File: src/logic/matg_pkg.sv
package matg_pkg;

    // ------------------------------------------------------------------
    // Clock rates
    // ------------------------------------------------------------------
    localparam int unsigned CLK_HZ  = 20_000_000;
    localparam int unsigned LS_HZ   = 32_768;
    localparam int          ACC_W   = 25;
    // Phase step and modulus of the low-speed tick accumulator
    localparam logic [ACC_W-1:0] LS_STEP = ACC_W'(LS_HZ);
    localparam logic [ACC_W-1:0] LS_MOD  = ACC_W'(CLK_HZ);

    // ------------------------------------------------------------------
    // Register indices (byte address is four times the index)
    // ------------------------------------------------------------------
    localparam logic [13:0] IDX_ALARM_PATTERN  = 14'h1330;
    localparam logic [13:0] IDX_TONE_CONTROL   = 14'h1331;
    localparam logic [13:0] IDX_DIVISOR_LOW    = 14'h1332;
    localparam logic [13:0] IDX_DIVISOR_HIGH   = 14'h1333;
    localparam logic [13:0] IDX_RATE_IRQ_EN    = 14'h1334;
    localparam logic [13:0] IDX_RATE_IRQ_STAT  = 14'h1335;

    // ------------------------------------------------------------------
    // Reset values and field positions
    // ------------------------------------------------------------------
    localparam logic [7:0] REG_RESET       = 8'h00;
    localparam int         TC_SEL_BIT      = 0;
    localparam int         TC_INV_BIT      = 5;
    localparam int         TC_FC_LSB       = 6;
    localparam int         MH_RUN_BIT      = 7;
    localparam int         DIV_W           = 12;
    localparam int         FR_W            = 15;
    localparam int         RATE_N          = 5;
    localparam int         CARRIER_BIT     = 2;
    localparam int         SLOT_LSB        = 12;

    // Free-run counter control codes
    localparam logic [1:0] FC_HOLD         = 2'h0;
    localparam logic [1:0] FC_RESTART      = 2'h1;
    localparam logic [1:0] FC_CLEAR        = 2'h2;
    localparam logic [1:0] FC_CLEAR_START  = 2'h3;

    // Low bits that must all be one for each rate tick:
    // 1 Hz, 2 Hz, 64 Hz, 512 Hz, 8192 Hz
    localparam int RATE_W [RATE_N] = '{15, 14, 9, 6, 2};

    // Free-run counter states
    typedef enum logic [1:0] {
        MATG_FR_HOLD = 2'b01,
        MATG_FR_RUN  = 2'b10
    } matg_fr_state_e;

endpackage

File: src/logic/matg_melody.sv
`timescale 1ns/1ps
module matg_melody #(
    parameter int DIV_W = matg_pkg::DIV_W
) (
    input  wire logic             core_clk,
    input  wire logic             rst,
    input  wire logic             ls_tick,
    input  wire logic             run,
    input  wire logic [DIV_W-1:0] divisor,
    output logic                  wave_reg
);

    logic [DIV_W:0] cnt_reg;
    logic [DIV_W:0] half_term;
    logic           at_term;

    // Half period is N+2 ticks, so a full period is 2N+4 ticks
    assign half_term = {1'b0, divisor} + {{DIV_W{1'b0}}, 1'b1};
    // At or past the end, so a divisor lowered mid-count cannot overrun
    assign at_term   = (cnt_reg >= half_term);

    // Stopping clears both the count and the output level
    always_ff @(posedge core_clk) begin
        if (rst || !run) begin
            cnt_reg  <= '0;
            wave_reg <= 1'b0;
        end else if (ls_tick) begin
            if (at_term) begin
                cnt_reg  <= '0;
                wave_reg <= ~wave_reg;
            end else begin
                cnt_reg  <= cnt_reg + {{DIV_W{1'b0}}, 1'b1};
            end
        end
    end

endmodule

File: src/logic/matg_freerun.sv
`timescale 1ns/1ps
module matg_freerun #(
    parameter int FR_W   = matg_pkg::FR_W,
    parameter int RATE_N = matg_pkg::RATE_N
) (
    input  wire logic              core_clk,
    input  wire logic              rst,
    input  wire logic              ls_tick,
    input  wire logic              fc_write,
    input  wire logic [1:0]        fc_code,
    output logic [FR_W-1:0]        count_reg,
    output logic [RATE_N-1:0]      rate_tick_reg,
    output logic                   running
);

    matg_pkg::matg_fr_state_e state_reg;
    logic                     count_en;
    logic [RATE_N-1:0]        rate_next;

    assign running  = (state_reg == matg_pkg::MATG_FR_RUN);
    assign count_en = running & ls_tick & ~fc_write;

    // Each rate fires as its low bits roll over
    generate
        for (genvar i = 0; i < RATE_N; i++) begin : g_rate
            assign rate_next[i] = count_en &
                (&count_reg[matg_pkg::RATE_W[i]-1:0]);
        end
    endgenerate

    // A control write wins over a tick in the same cycle
    always_ff @(posedge core_clk) begin
        if (rst) begin
            state_reg     <= matg_pkg::MATG_FR_HOLD;
            count_reg     <= '0;
            rate_tick_reg <= '0;
        end else begin
            rate_tick_reg <= rate_next;
            if (fc_write) begin
                case (fc_code)
                    matg_pkg::FC_HOLD: begin
                        state_reg <= matg_pkg::MATG_FR_HOLD;
                    end
                    matg_pkg::FC_RESTART: begin
                        state_reg <= matg_pkg::MATG_FR_RUN;
                    end
                    matg_pkg::FC_CLEAR: begin
                        state_reg <= matg_pkg::MATG_FR_HOLD;
                        count_reg <= '0;
                    end
                    default: begin
                        state_reg <= matg_pkg::MATG_FR_RUN;
                        count_reg <= '0;
                    end
                endcase
            end else if (count_en) begin
                count_reg <= count_reg + {{(FR_W-1){1'b0}}, 1'b1};
            end
        end
    end

endmodule

File: src/logic/matg_top.sv
`timescale 1ns/1ps
module matg_top (
    input  wire logic        core_clk,
    input  wire logic        rst,
    input  wire logic [15:0] avs_address,
    input  wire logic        avs_read,
    input  wire logic        avs_write,
    input  wire logic [31:0] avs_writedata,
    input  wire logic [3:0]  avs_byteenable,
    output logic [31:0]      avs_readdata,
    output logic             avs_waitrequest,
    output logic             tone_output_pin,
    output logic             irq
);

    // ------------------------------------------------------------------
    // Declarations
    // ------------------------------------------------------------------
    localparam int RN = matg_pkg::RATE_N;

    logic [7:0]                 alarm_pattern_reg;
    logic                       output_source_select_reg;
    logic                       alarm_invert_reg;
    logic [7:0]                 melody_divisor_low_reg;
    logic [7:0]                 melody_divisor_high_reg;
    logic [RN-1:0]              rate_interrupt_enable_reg;
    logic [RN-1:0]              rate_status_reg;
    logic [RN-1:0]              rate_status_next;
    logic                       ack_reg;
    logic [31:0]                readdata_reg;
    logic [31:0]                readdata_next;
    logic [matg_pkg::ACC_W-1:0] acc_reg;
    logic [matg_pkg::ACC_W-1:0] acc_sum;
    logic                       ls_tick_reg;
    logic                       tone_reg;
    logic                       irq_reg;

    logic [13:0]                  word_idx;
    logic                         lane0;
    logic                         wr_take;
    logic                         rd_load;
    logic                         wr_pattern;
    logic                         wr_control;
    logic                         wr_low;
    logic                         wr_high;
    logic                         wr_enable;
    logic                         wr_status;
    logic [7:0]                   wbyte;
    logic [7:0]                   rbyte;
    logic                         melody_run;
    logic [matg_pkg::DIV_W-1:0]   melody_divisor;
    logic                         melody_wave;
    logic [matg_pkg::FR_W-1:0]    fr_count;
    logic [RN-1:0]                rate_tick;
    logic                         fr_running;
    logic [2:0]                   alarm_slot;
    logic                         alarm_carrier;
    logic                         alarm_wave;

    // ------------------------------------------------------------------
    // Bus decode
    // ------------------------------------------------------------------
    function automatic logic hit(input logic [13:0] idx,
                                 input logic [13:0] target);
        hit = (idx == target);
    endfunction

    // One wait state: read data are loaded first, then waitrequest drops
    assign word_idx        = avs_address[15:2];
    assign lane0           = avs_byteenable[0];
    assign wbyte           = avs_writedata[7:0];
    assign avs_waitrequest = (avs_read | avs_write) & ~ack_reg;
    assign wr_take         = avs_write & ack_reg & lane0;
    assign rd_load         = avs_read & ~ack_reg;
    assign wr_pattern = wr_take & hit(word_idx, matg_pkg::IDX_ALARM_PATTERN);
    assign wr_control = wr_take & hit(word_idx, matg_pkg::IDX_TONE_CONTROL);
    assign wr_low     = wr_take & hit(word_idx, matg_pkg::IDX_DIVISOR_LOW);
    assign wr_high    = wr_take & hit(word_idx, matg_pkg::IDX_DIVISOR_HIGH);
    assign wr_enable  = wr_take & hit(word_idx, matg_pkg::IDX_RATE_IRQ_EN);
    assign wr_status  = wr_take & hit(word_idx, matg_pkg::IDX_RATE_IRQ_STAT);

    // Read mux; counter control reads as zero, unmapped words read zero
    assign rbyte =
        hit(word_idx, matg_pkg::IDX_ALARM_PATTERN) ? alarm_pattern_reg :
        hit(word_idx, matg_pkg::IDX_TONE_CONTROL)  ?
            {2'h0, alarm_invert_reg, 4'h0, output_source_select_reg} :
        hit(word_idx, matg_pkg::IDX_DIVISOR_LOW)   ? melody_divisor_low_reg :
        hit(word_idx, matg_pkg::IDX_DIVISOR_HIGH)  ?
            {melody_divisor_high_reg[7], 3'h0, melody_divisor_high_reg[3:0]} :
        hit(word_idx, matg_pkg::IDX_RATE_IRQ_EN)   ?
            {3'h0, rate_interrupt_enable_reg} :
        hit(word_idx, matg_pkg::IDX_RATE_IRQ_STAT) ?
            {3'h0, rate_status_reg} : 8'h00;
    assign readdata_next = rd_load ? {24'h000000, rbyte} : readdata_reg;
    assign avs_readdata  = readdata_reg;

    // Handshake and read data
    always_ff @(posedge core_clk) begin
        if (rst) begin
            ack_reg      <= 1'b0;
            readdata_reg <= 32'h00000000;
        end else begin
            ack_reg      <= (avs_read | avs_write) & ~ack_reg;
            readdata_reg <= readdata_next;
        end
    end

    // ------------------------------------------------------------------
    // Register file
    // ------------------------------------------------------------------
    always_ff @(posedge core_clk) begin
        if (rst) begin
            alarm_pattern_reg         <= matg_pkg::REG_RESET;
            output_source_select_reg  <= 1'b0;
            alarm_invert_reg          <= 1'b0;
            melody_divisor_low_reg    <= matg_pkg::REG_RESET;
            melody_divisor_high_reg   <= matg_pkg::REG_RESET;
            rate_interrupt_enable_reg <= '0;
        end else begin
            if (wr_pattern) begin
                alarm_pattern_reg <= wbyte;
            end
            if (wr_control) begin
                output_source_select_reg <= wbyte[matg_pkg::TC_SEL_BIT];
                alarm_invert_reg         <= wbyte[matg_pkg::TC_INV_BIT];
            end
            if (wr_low) begin
                melody_divisor_low_reg <= wbyte;
            end
            if (wr_high) begin
                melody_divisor_high_reg <= wbyte;
            end
            if (wr_enable) begin
                rate_interrupt_enable_reg <= wbyte[RN-1:0];
            end
        end
    end

    // ------------------------------------------------------------------
    // Low-speed tick: exact 32.768 kHz average from the 20 MHz clock
    // ------------------------------------------------------------------
    // Phase accumulation avoids the drift a plain integer divider has
    assign acc_sum = acc_reg + matg_pkg::LS_STEP;

    always_ff @(posedge core_clk) begin
        if (rst) begin
            acc_reg     <= '0;
            ls_tick_reg <= 1'b0;
        end else if (acc_sum >= matg_pkg::LS_MOD) begin
            acc_reg     <= acc_sum - matg_pkg::LS_MOD;
            ls_tick_reg <= 1'b1;
        end else begin
            acc_reg     <= acc_sum;
            ls_tick_reg <= 1'b0;
        end
    end

    // ------------------------------------------------------------------
    // Melody and free-run counter
    // ------------------------------------------------------------------
    assign melody_run     = melody_divisor_high_reg[matg_pkg::MH_RUN_BIT];
    assign melody_divisor = {melody_divisor_high_reg[3:0],
                             melody_divisor_low_reg};

    matg_melody u_melody (
        .core_clk (core_clk),
        .rst      (rst),
        .ls_tick  (ls_tick_reg),
        .run      (melody_run),
        .divisor  (melody_divisor),
        .wave_reg (melody_wave)
    );

    matg_freerun u_freerun (
        .core_clk      (core_clk),
        .rst           (rst),
        .ls_tick       (ls_tick_reg),
        .fc_write      (wr_control),
        .fc_code       (wbyte[matg_pkg::TC_FC_LSB +: 2]),
        .count_reg     (fr_count),
        .rate_tick_reg (rate_tick),
        .running       (fr_running)
    );

    // ------------------------------------------------------------------
    // Alarm waveform and output pin
    // ------------------------------------------------------------------
    // Eight slots per counter wrap, each gated onto the 4096 Hz carrier
    assign alarm_slot    = fr_count[matg_pkg::SLOT_LSB +: 3];
    assign alarm_carrier = fr_count[matg_pkg::CARRIER_BIT];
    assign alarm_wave    = (alarm_pattern_reg[alarm_slot] & alarm_carrier)
                           ^ alarm_invert_reg;

    // Registered mux keeps the pin glitch free when the select changes
    always_ff @(posedge core_clk) begin
        if (rst) begin
            tone_reg <= 1'b0;
        end else begin
            tone_reg <= output_source_select_reg ? melody_wave
                                                 : alarm_wave;
        end
    end
    assign tone_output_pin = tone_reg;

    // ------------------------------------------------------------------
    // Interrupts
    // ------------------------------------------------------------------
    // Set wins over a write-one clear in the same cycle
    assign rate_status_next = (rate_status_reg &
                               ~(wr_status ? wbyte[RN-1:0] : '0))
                              | rate_tick;

    always_ff @(posedge core_clk) begin
        if (rst) begin
            rate_status_reg <= '0;
            irq_reg         <= 1'b0;
        end else begin
            rate_status_reg <= rate_status_next;
            irq_reg <= |(rate_status_next
                         & rate_interrupt_enable_reg);
        end
    end
    assign irq = irq_reg;

    // ------------------------------------------------------------------
    // Assertions
    // ------------------------------------------------------------------
    property p_pin_melody;
        @(posedge core_clk) disable iff (rst)
        $past(output_source_select_reg)
        |-> tone_output_pin == $past(melody_wave);
    endproperty
    a_pin_melody: assert property (p_pin_melody)
        else $error("pin does not follow melody");

    property p_pin_alarm;
        @(posedge core_clk) disable iff (rst)
        !$past(output_source_select_reg)
        |-> tone_output_pin == $past(alarm_wave);
    endproperty
    a_pin_alarm: assert property (p_pin_alarm)
        else $error("pin does not follow alarm");

    property p_tick_spacing;
        @(posedge core_clk) disable iff (rst)
        ls_tick_reg |=> !ls_tick_reg [*8];
    endproperty
    a_tick_spacing: assert property (p_tick_spacing)
        else $error("low-speed ticks too close");

    property p_high_divisor;
        @(posedge core_clk) disable iff (rst)
        wr_high |=> melody_divisor[11:8] == $past(wbyte[3:0]);
    endproperty
    a_high_divisor: assert property (p_high_divisor)
        else $error("upper divisor bits not stored");

    property p_melody_stop;
        @(posedge core_clk) disable iff (rst)
        !melody_run |=> !melody_wave;
    endproperty
    a_melody_stop: assert property (p_melody_stop)
        else $error("melody runs while stopped");

    property p_fc_clear;
        @(posedge core_clk) disable iff (rst)
        wr_control && wbyte[7] |=> fr_count == 15'h0000;
    endproperty
    a_fc_clear: assert property (p_fc_clear)
        else $error("counter not cleared");

    property p_fc_hold;
        @(posedge core_clk) disable iff (rst)
        wr_control && wbyte[7:6] == matg_pkg::FC_HOLD
        |=> $stable(fr_count) && !fr_running;
    endproperty
    a_fc_hold: assert property (p_fc_hold)
        else $error("counter moves while held");

    property p_second_wrap;
        @(posedge core_clk) disable iff (rst)
        rate_tick[4] |-> fr_count[1:0] == 2'h0
            && (!rate_tick[0] || fr_count == 15'h0000);
    endproperty
    a_second_wrap: assert property (p_second_wrap)
        else $error("rate tick off counter wrap");

    property p_melody_edge;
        @(posedge core_clk) disable iff (rst)
        melody_run && $past(melody_run) && $changed(melody_wave)
        |-> $past(ls_tick_reg);
    endproperty
    a_melody_edge: assert property (p_melody_edge)
        else $error("melody toggled without a tick");

    property p_irq_gate;
        @(posedge core_clk) disable iff (rst)
        |(rate_tick & rate_interrupt_enable_reg) |=> irq;
    endproperty
    a_irq_gate: assert property (p_irq_gate)
        else $error("enabled tick raised no request");

    property p_status_sticky;
        @(posedge core_clk) disable iff (rst)
        rate_tick[4] |=> rate_status_reg[4];
    endproperty
    a_status_sticky: assert property (p_status_sticky)
        else $error("8192 Hz tick lost");

    c_melody_toggle: cover property (@(posedge core_clk) disable iff (rst)
        melody_run && $rose(melody_wave));
    c_irq_rise: cover property (@(posedge core_clk) disable iff (rst)
        $rose(irq));
    c_clear_start: cover property (@(posedge core_clk) disable iff (rst)
        wr_control && wbyte[7:6] == matg_pkg::FC_CLEAR_START);
    c_alarm_pin: cover property (@(posedge core_clk) disable iff (rst)
        !output_source_select_reg && $rose(tone_output_pin));

endmodule

File: config.mk
export PLATFORM = sky130hd
export DESIGN_NAME = matg_top
export DESIGN_NICKNAME = d
export VERILOG_FILES = /design/src/logic/matg_pkg.sv /design/src/logic/matg_melody.sv /design/src/logic/matg_freerun.sv /design/src/logic/matg_top.sv
export SDC_FILE = /design/constraint.sdc
export NUM_CORES = 1
export LEC_CHECK = 0
export BUFFER_PORTS_ARGS = -buffer_cell sky130_fd_sc_hd__buf_2
export CORE_MARGIN = 2
export CORE_UTILIZATION = 40
export DETAILED_ROUTE_END_ITERATION = 8
export PLACE_DENSITY_LB_ADDON = 0.2
export SYNTH_ARGS = -nofsm -noshare
export SYNTH_HDL_FRONTEND = slang
export SYNTH_SLANG_ARGS = --single-unit
File: constraint.sdc
create_clock -name core_clk -period 2.65 [get_ports core_clk]
set_input_delay 0.53 -clock core_clk [delete_from_list [all_inputs] [get_ports core_clk]]
set_output_delay 0.53 -clock core_clk [all_outputs]
set_load 0.02 [all_outputs]
# Word-level counts from Yosys, hierarchy flattened
# Cells that the tools add are included.
[word_totals] ff_bits=109 out_inout_bits=35
[op_classes] n_addsub=5 order_cmp=3 eq_ne=10 n_mux=17 bitwise_logic=27 n_reduce_logical=14
[op_table] cell="$eq 14x13->1 const B" count=6
[op_table] cell="$mux 15" count=3
[op_table] cell="$mux 8" count=4
[op_table] cell="$add 25x16->25 const B" count=1
[op_table] cell="$ge 25x25->1 const B" count=1
[op_table] cell="$mux 25" count=1
[op_table] cell="$sub 25x25->25 const B" count=1
[op_table] cell="$and 1x1->1" count=18
[op_table] cell="$add 15x1->15 const B" count=1
[op_table] cell="$mux 5" count=3
[op_table] cell="$reduce_and 15->1" count=1
[op_table] cell="$reduce_and 14->1" count=1
[op_table] cell="$add 12x1->13 const B" count=1
[op_table] cell="$add 13x1->13 const B" count=1
[op_table] cell="$ge 13x13->1" count=1
[op_table] cell="$mux 13" count=1
[op_table] cell="$and 5x5->5" count=2
[op_table] cell="$reduce_and 9->1" count=1
[op_table] cell="$reduce_and 2->1" count=3
[op_table] cell="$reduce_and 6->1" count=1
[op_table] cell="$not 5->5" count=1
[op_table] cell="$or 5x5->5" count=1
[op_table] cell="$reduce_or 5->1" count=1
[op_table] cell="$eq 2x2->1 const B" count=2
[op_table] cell="other kinds (14)" count=19

# Longest topological paths before layout
[depth] depth_word=9 depth_mapped=13

# Hierarchy
# From an unflattened synthesis, not the netlist that was laid out.
[unflattened] cells_unflattened=630 area_unflattened_um2=5462.7
[by_module_without_submodules] module="matg_top" instances=1 cells_per_inst=391 area_each_um2=3309.4
[by_module_without_submodules] module="matg_melody" instances=1 cells_per_inst=136 area_each_um2=1168.6
[by_module_without_submodules] module="matg_freerun" instances=1 cells_per_inst=103 area_each_um2=984.7

# Least setup slack after synthesis
# No wires, ideal clock.
[synth_timing] path_kind="reg2reg" start="register melody_divisor_low_reg[2]" end="register u_melody.cnt_reg[10]" t_arrival_ns=2.680 t_required_ns=2.585 slack_ns=-0.095 stages_incl_launch_ff=14 period_less_slack_ns=2.745 path_cell_list="dfxtp_1 > and3_1 > nand3_1 > nor2_1 > nand2_1 > xor2_1 > ha_1 > and4_1 > nand3_1 > a21oi_1 > o41ai_1 > a21oi_1 > clkbuf_1 > nor2_1"
[synth_via] elab_chain_len=3
[synth_lines] element="start: declaration" line="matg_top.sv:24" rtl="logic [7:0] melody_divisor_low_reg;"
[synth_lines] element="start signal: assignment" line="matg_top.sv:116" rtl="melody_divisor_low_reg <= matg_pkg::REG_RESET;"
[synth_lines] element="start signal: assignment" line="matg_top.sv:128" rtl="melody_divisor_low_reg <= wbyte;"
[synth_lines] element="$add 12x1->13" line="matg_melody.sv:18" rtl="assign half_term = {1'b0, divisor} + {{DIV_W{1'b0}}, 1'b1};"
[synth_lines] element="$ge 13x13->1" line="matg_melody.sv:20" rtl="assign at_term = (cnt_reg >= half_term);"
[synth_lines] element="$mux 13" line="matg_melody.sv:28" rtl="if (at_term) begin"
[synth_lines] element="end signal: assignment" line="matg_melody.sv:32" rtl="cnt_reg <= cnt_reg + {{DIV_W{1'b0}}, 1'b1};"
[synth_lines] element="end: declaration" line="matg_melody.sv:13" rtl="logic [DIV_W:0] cnt_reg;"
# No other way between the ends.
# A chain may end at the register's enable or synchronous reset.

# Worst setup path after layout
[layout_timing] start="register melody_divisor_low_reg[2]" end="register u_melody.cnt_reg[5]"
# Same word-level chain as after synthesis.

==> run_results.csv <==
group,metric,value,unit
outcome,status,"finished, final reports clean",
clock_network,cts_buffers,9,
yosys,synthMuxAreaShare,6.335,%
cells_and_area,finalNetCount,832,
drt,wl_per_cell,15.28,um
power_and_ir_drop,clkPwrFrac,39.1,%
power_and_ir_drop,cellInternalPower,2.374,mW
power_and_ir_drop,power-per-cell-area,488.5,nW/um^2
critical_path,cp_cell_sequence,"and3_4 -> nand3_4 -> nor2_4 -> buf_6 -> nand2_4 -> xnor2_2 -> ha_1 -> and4_4 -> nand4_1 -> o221ai_2 -> nor2_2 -> a21oi_2 -> buf_6 -> nor2_1",
yosys,synth-xor-area-share,6.690,%
yosys,yosys.area.top_type_share,34.85,%
critical_path,path_delay_family,"simple AND/OR/NAND/NOR gates",
yosys,synth_area_leader_cell,"dfxtp_1",
sta,setup_violations,0,
yosys,synth_top_family_by_area,"simple AND/OR/NAND/NOR gates",
placement,placed_area,6120,sq um
power_and_ir_drop,ir_drop,358.8,uV
clock_network,path_clk_slew,0.07,ns
global_routing,grt_max_degree,27,
sta,period_share,98.03,%
power_and_ir_drop,power.total,3.223,mW
drt,drcViolationCount,0,
drt,dr.pass1.iters,4,
critical_path,r2r_cells,14,
cells_and_area,fin_util,47.72,%
power_and_ir_drop,p_sw,0.8495,mW
job,max_cap_viol_count,0,
drt,drtAntennaViolNets,0,
power_and_ir_drop,p_seq_share,47.8,%
power_and_ir_drop,p_leak,2.461,nW
yosys,synthCells,690,
critical_path,critPathLaunchType,"register",
placement,hpwlAfterDp,10740,um
critical_path,cp.depth,14,
floorplanning,io_pins,91,
floorplanning,fp-row-count,43,
global_routing,grt_pass1_vias,4847,
yosys,postSynthAreaPerCell,8.158,sq um
global_routing,grt.total_usage,19.58,%
floorplanning,core_area,13830,sq um
power_and_ir_drop,combinationalPowerShare,13.1,%
placement,dp_cells,916,
cells_and_area,diodes,0,
placement,place_congestion,0.8743,
critical_path,critPathArrivalTime,2.84,ns
floorplanning,start_util,40.71,%
floorplanning,die-area,15040,sq um
yosys,ys_ff_latch,98,
cells_and_area,area_growth_syn_to_layout,17.23,%
cells_and_area,final_cell_area,6599,sq um
critical_path,crit_slowest_cell,"dfxtp_2",
sta,finalMaxSlewViolations,0,
sta,grt_setup_unrepaired,"yes",
power_and_ir_drop,p_sw_share,26.36,%
yosys,synth_area,5629,sq um
clock_network,ctsHoldBuffers,0,
yosys,synth_area_leaders,"dfxtp_1 (35%), nand2_1 (5.5%), ha_1 (4.9%)",
yosys,ys_async_sr_fraction,0,%
critical_path,path_common_cell,"buf_6",
clock_network,clock_sinks,98,
cells_and_area,largest_reg_flops,17,
clock_network,clk_latency,0.35,ns
critical_path,cp-end-kind,"register",
yosys,synthAdderAreaFrac,4.890,%
cells_and_area,drive_gt1_share,19.29,%
sta,min_period,2.598,ns
clock_network,cts_max_path_buffers,2,
critical_path,cp_max_fo,6,
critical_path,worstPathRequired,2.89,ns
placement,portBuffers,37,
sta,tightest_slew,0.6625,ns
global_routing,antenna_found_initial,0,
drt,routed_wl,14320,um
floorplanning,die_x,122.6,um
drt,vias,5091,
cells_and_area,final_cell_count_no_fill,937,
global_routing,grt_remaining_overflow,0,
yosys,yosysSeqAreaShare,34.85,%
floorplanning,die_h,122.6,um
critical_path,worst-path-buf-inv,2,
yosys,ys.warnings.count,0,
yosys,synth_compound_area_share,14.29,%
clock_network,htreeDepth,3,
drt,vias_per_cell,5.433,
yosys,dominantRegCellSynth,"dfxtp_1",
worst_hold_path,worstHoldPathType,"register to register",
worst_hold_path,min_path_cells,2,
critical_path,critical_path_class,"register to register",
sta,relSlewSlack,55.52,%
sta,finClkSkew,0.01329,ns
drt,drtIter0Drc,275,
clock_network,cts_tree,"built",
clock_network,cts-root-buf,"clkbuf_16",
sta,timing.fmax,385.0,MHz
yosys,synth-simple-area-share,26.09,%
yosys,synth_edf_count,0,
yosys,synth_cell_types,70,
sta,whs,0.4513,ns
critical_path,cpPeakStageDelay,0.33,ns
global_routing,grt_pass1_wl,23320,um
sta,hold_viol_final,0,
[layout by cell type, fill, tap and decap left out, types with 8 or more instances in the layout]
cell type,synthesis,final
a21oi_1,44,41
a31oi_1,9,9
buf_2,5,37
buf_4,25,42
clkbuf_16,0,9
conb_1,1,24
dfxtp_1,98,95
ha_1,22,21
inv_1,23,23
mux2_2,8,8
mux2i_1,21,21
nand2_1,83,82
nand2b_1,8,8
nand3_1,39,36
nand4_1,12,12
nor2_1,71,65
nor2b_1,13,13
nor3_1,16,15
o21ai_0,28,28
xnor2_1,20,18
xor2_1,23,23
[cells by family (layout without fill, tap and decap cells)]
family                     after synthesis  count (layout)
muxes                                   32              32
AOI/OAI and AO/OA                      125             125
xor gates and xnor gates                43              43
other                                    1              24
and+or+nand+nor                        294             294
adders and majority gates               22              22
buffers and inverters                   75             119
DFF                                     98              98
[worst paths after layout]
check	to	start	slack [ns]
setup reg to reg	u_melody.cnt_reg[5]	melody_divisor_low_reg[2]	0.05
hold reg to reg	avs_readdata[7]	avs_readdata[7]	0.45
setup / recovery	u_melody.cnt_reg[5]	melody_divisor_low_reg[2]	0.05
hold / removal	avs_readdata[7]	avs_readdata[7]	0.45
[power groups by stage]
stage	Combinational, mW	Clock [mW]	Sequential (mW)
after detailed placement	0.406	0	1.57
after global routing	0.473	1.35	1.55
final	0.423	1.26	1.54
after global placement	0.400	0	1.57
after floorplan	0.340	0	1.55
after CTS	0.409	1.28	1.54
[timing repair]
item,4_1_cts,5_1_grt
setup buffers,2,4
gates cloned,0,1
pin swaps,2,18
endpoints found under the setup margin,12,18
gates resized for setup,2,37
[layout make-up]
class	instances	area, sq um
clock buffer	11	232.7
clock inverter	3	42.54
fill	1316	7228
inverter	24	90.09
multi-input combinational	540	3520
sequential	98	1966
tap	180	225.2
timing repair buffer	81	523.0
[layer usage]
layer	up-vias	track usage [%]	share of wire (%)
met5	-	0	0
met4	0	6.968	1.9
met3	26	2.881	4.8
met2	143	32.15	47
met1	2400	26.16	46
li1	2522	-	-
[worst min-delay path, delay by kind of cell (launching register included)]
kind / cells / cell delay [ns]
compound gates: 1 / 0.05
simple gates: 1 / 0.05
flops: 1 / 0.30
[synth_stat cells, drive strengths merged, types with 2 or more instances]
cell,n
a2111oi,4
a211oi,4
a21boi,3
a21o,4
a21oi,44
a221oi,3
a311oi,2
a31oi,9
and2,3
and3,11
and4,4
buf,33
clkbuf,18
dfxtp,98
ha,22
inv,24
mux2,9
mux2i,21
mux4,2
nand2,83
nand2b,8
nand3,40
nand3b,2
nand4,12
nand4b,2
nor2,71
nor2b,13
nor3,16
nor3b,8
nor4,7
nor4b,3
o211ai,5
o21ai,29
o21ba,2
o311ai,2
or2,4
or3,2
or4,2
xnor2,20
xor2,23
[through the flow]
step / worst slack (ns) / TNS [ns]
after floorplan: 0.06120 / 0
after global placement: 0.04442 / 0
after detailed placement: -0.01957 / -0.1557
after CTS: 0.005352 / 0
after global routing: -0.02760 / -0.1603
final: 0.05232 / 0
(Power assumes the default switching activity.)
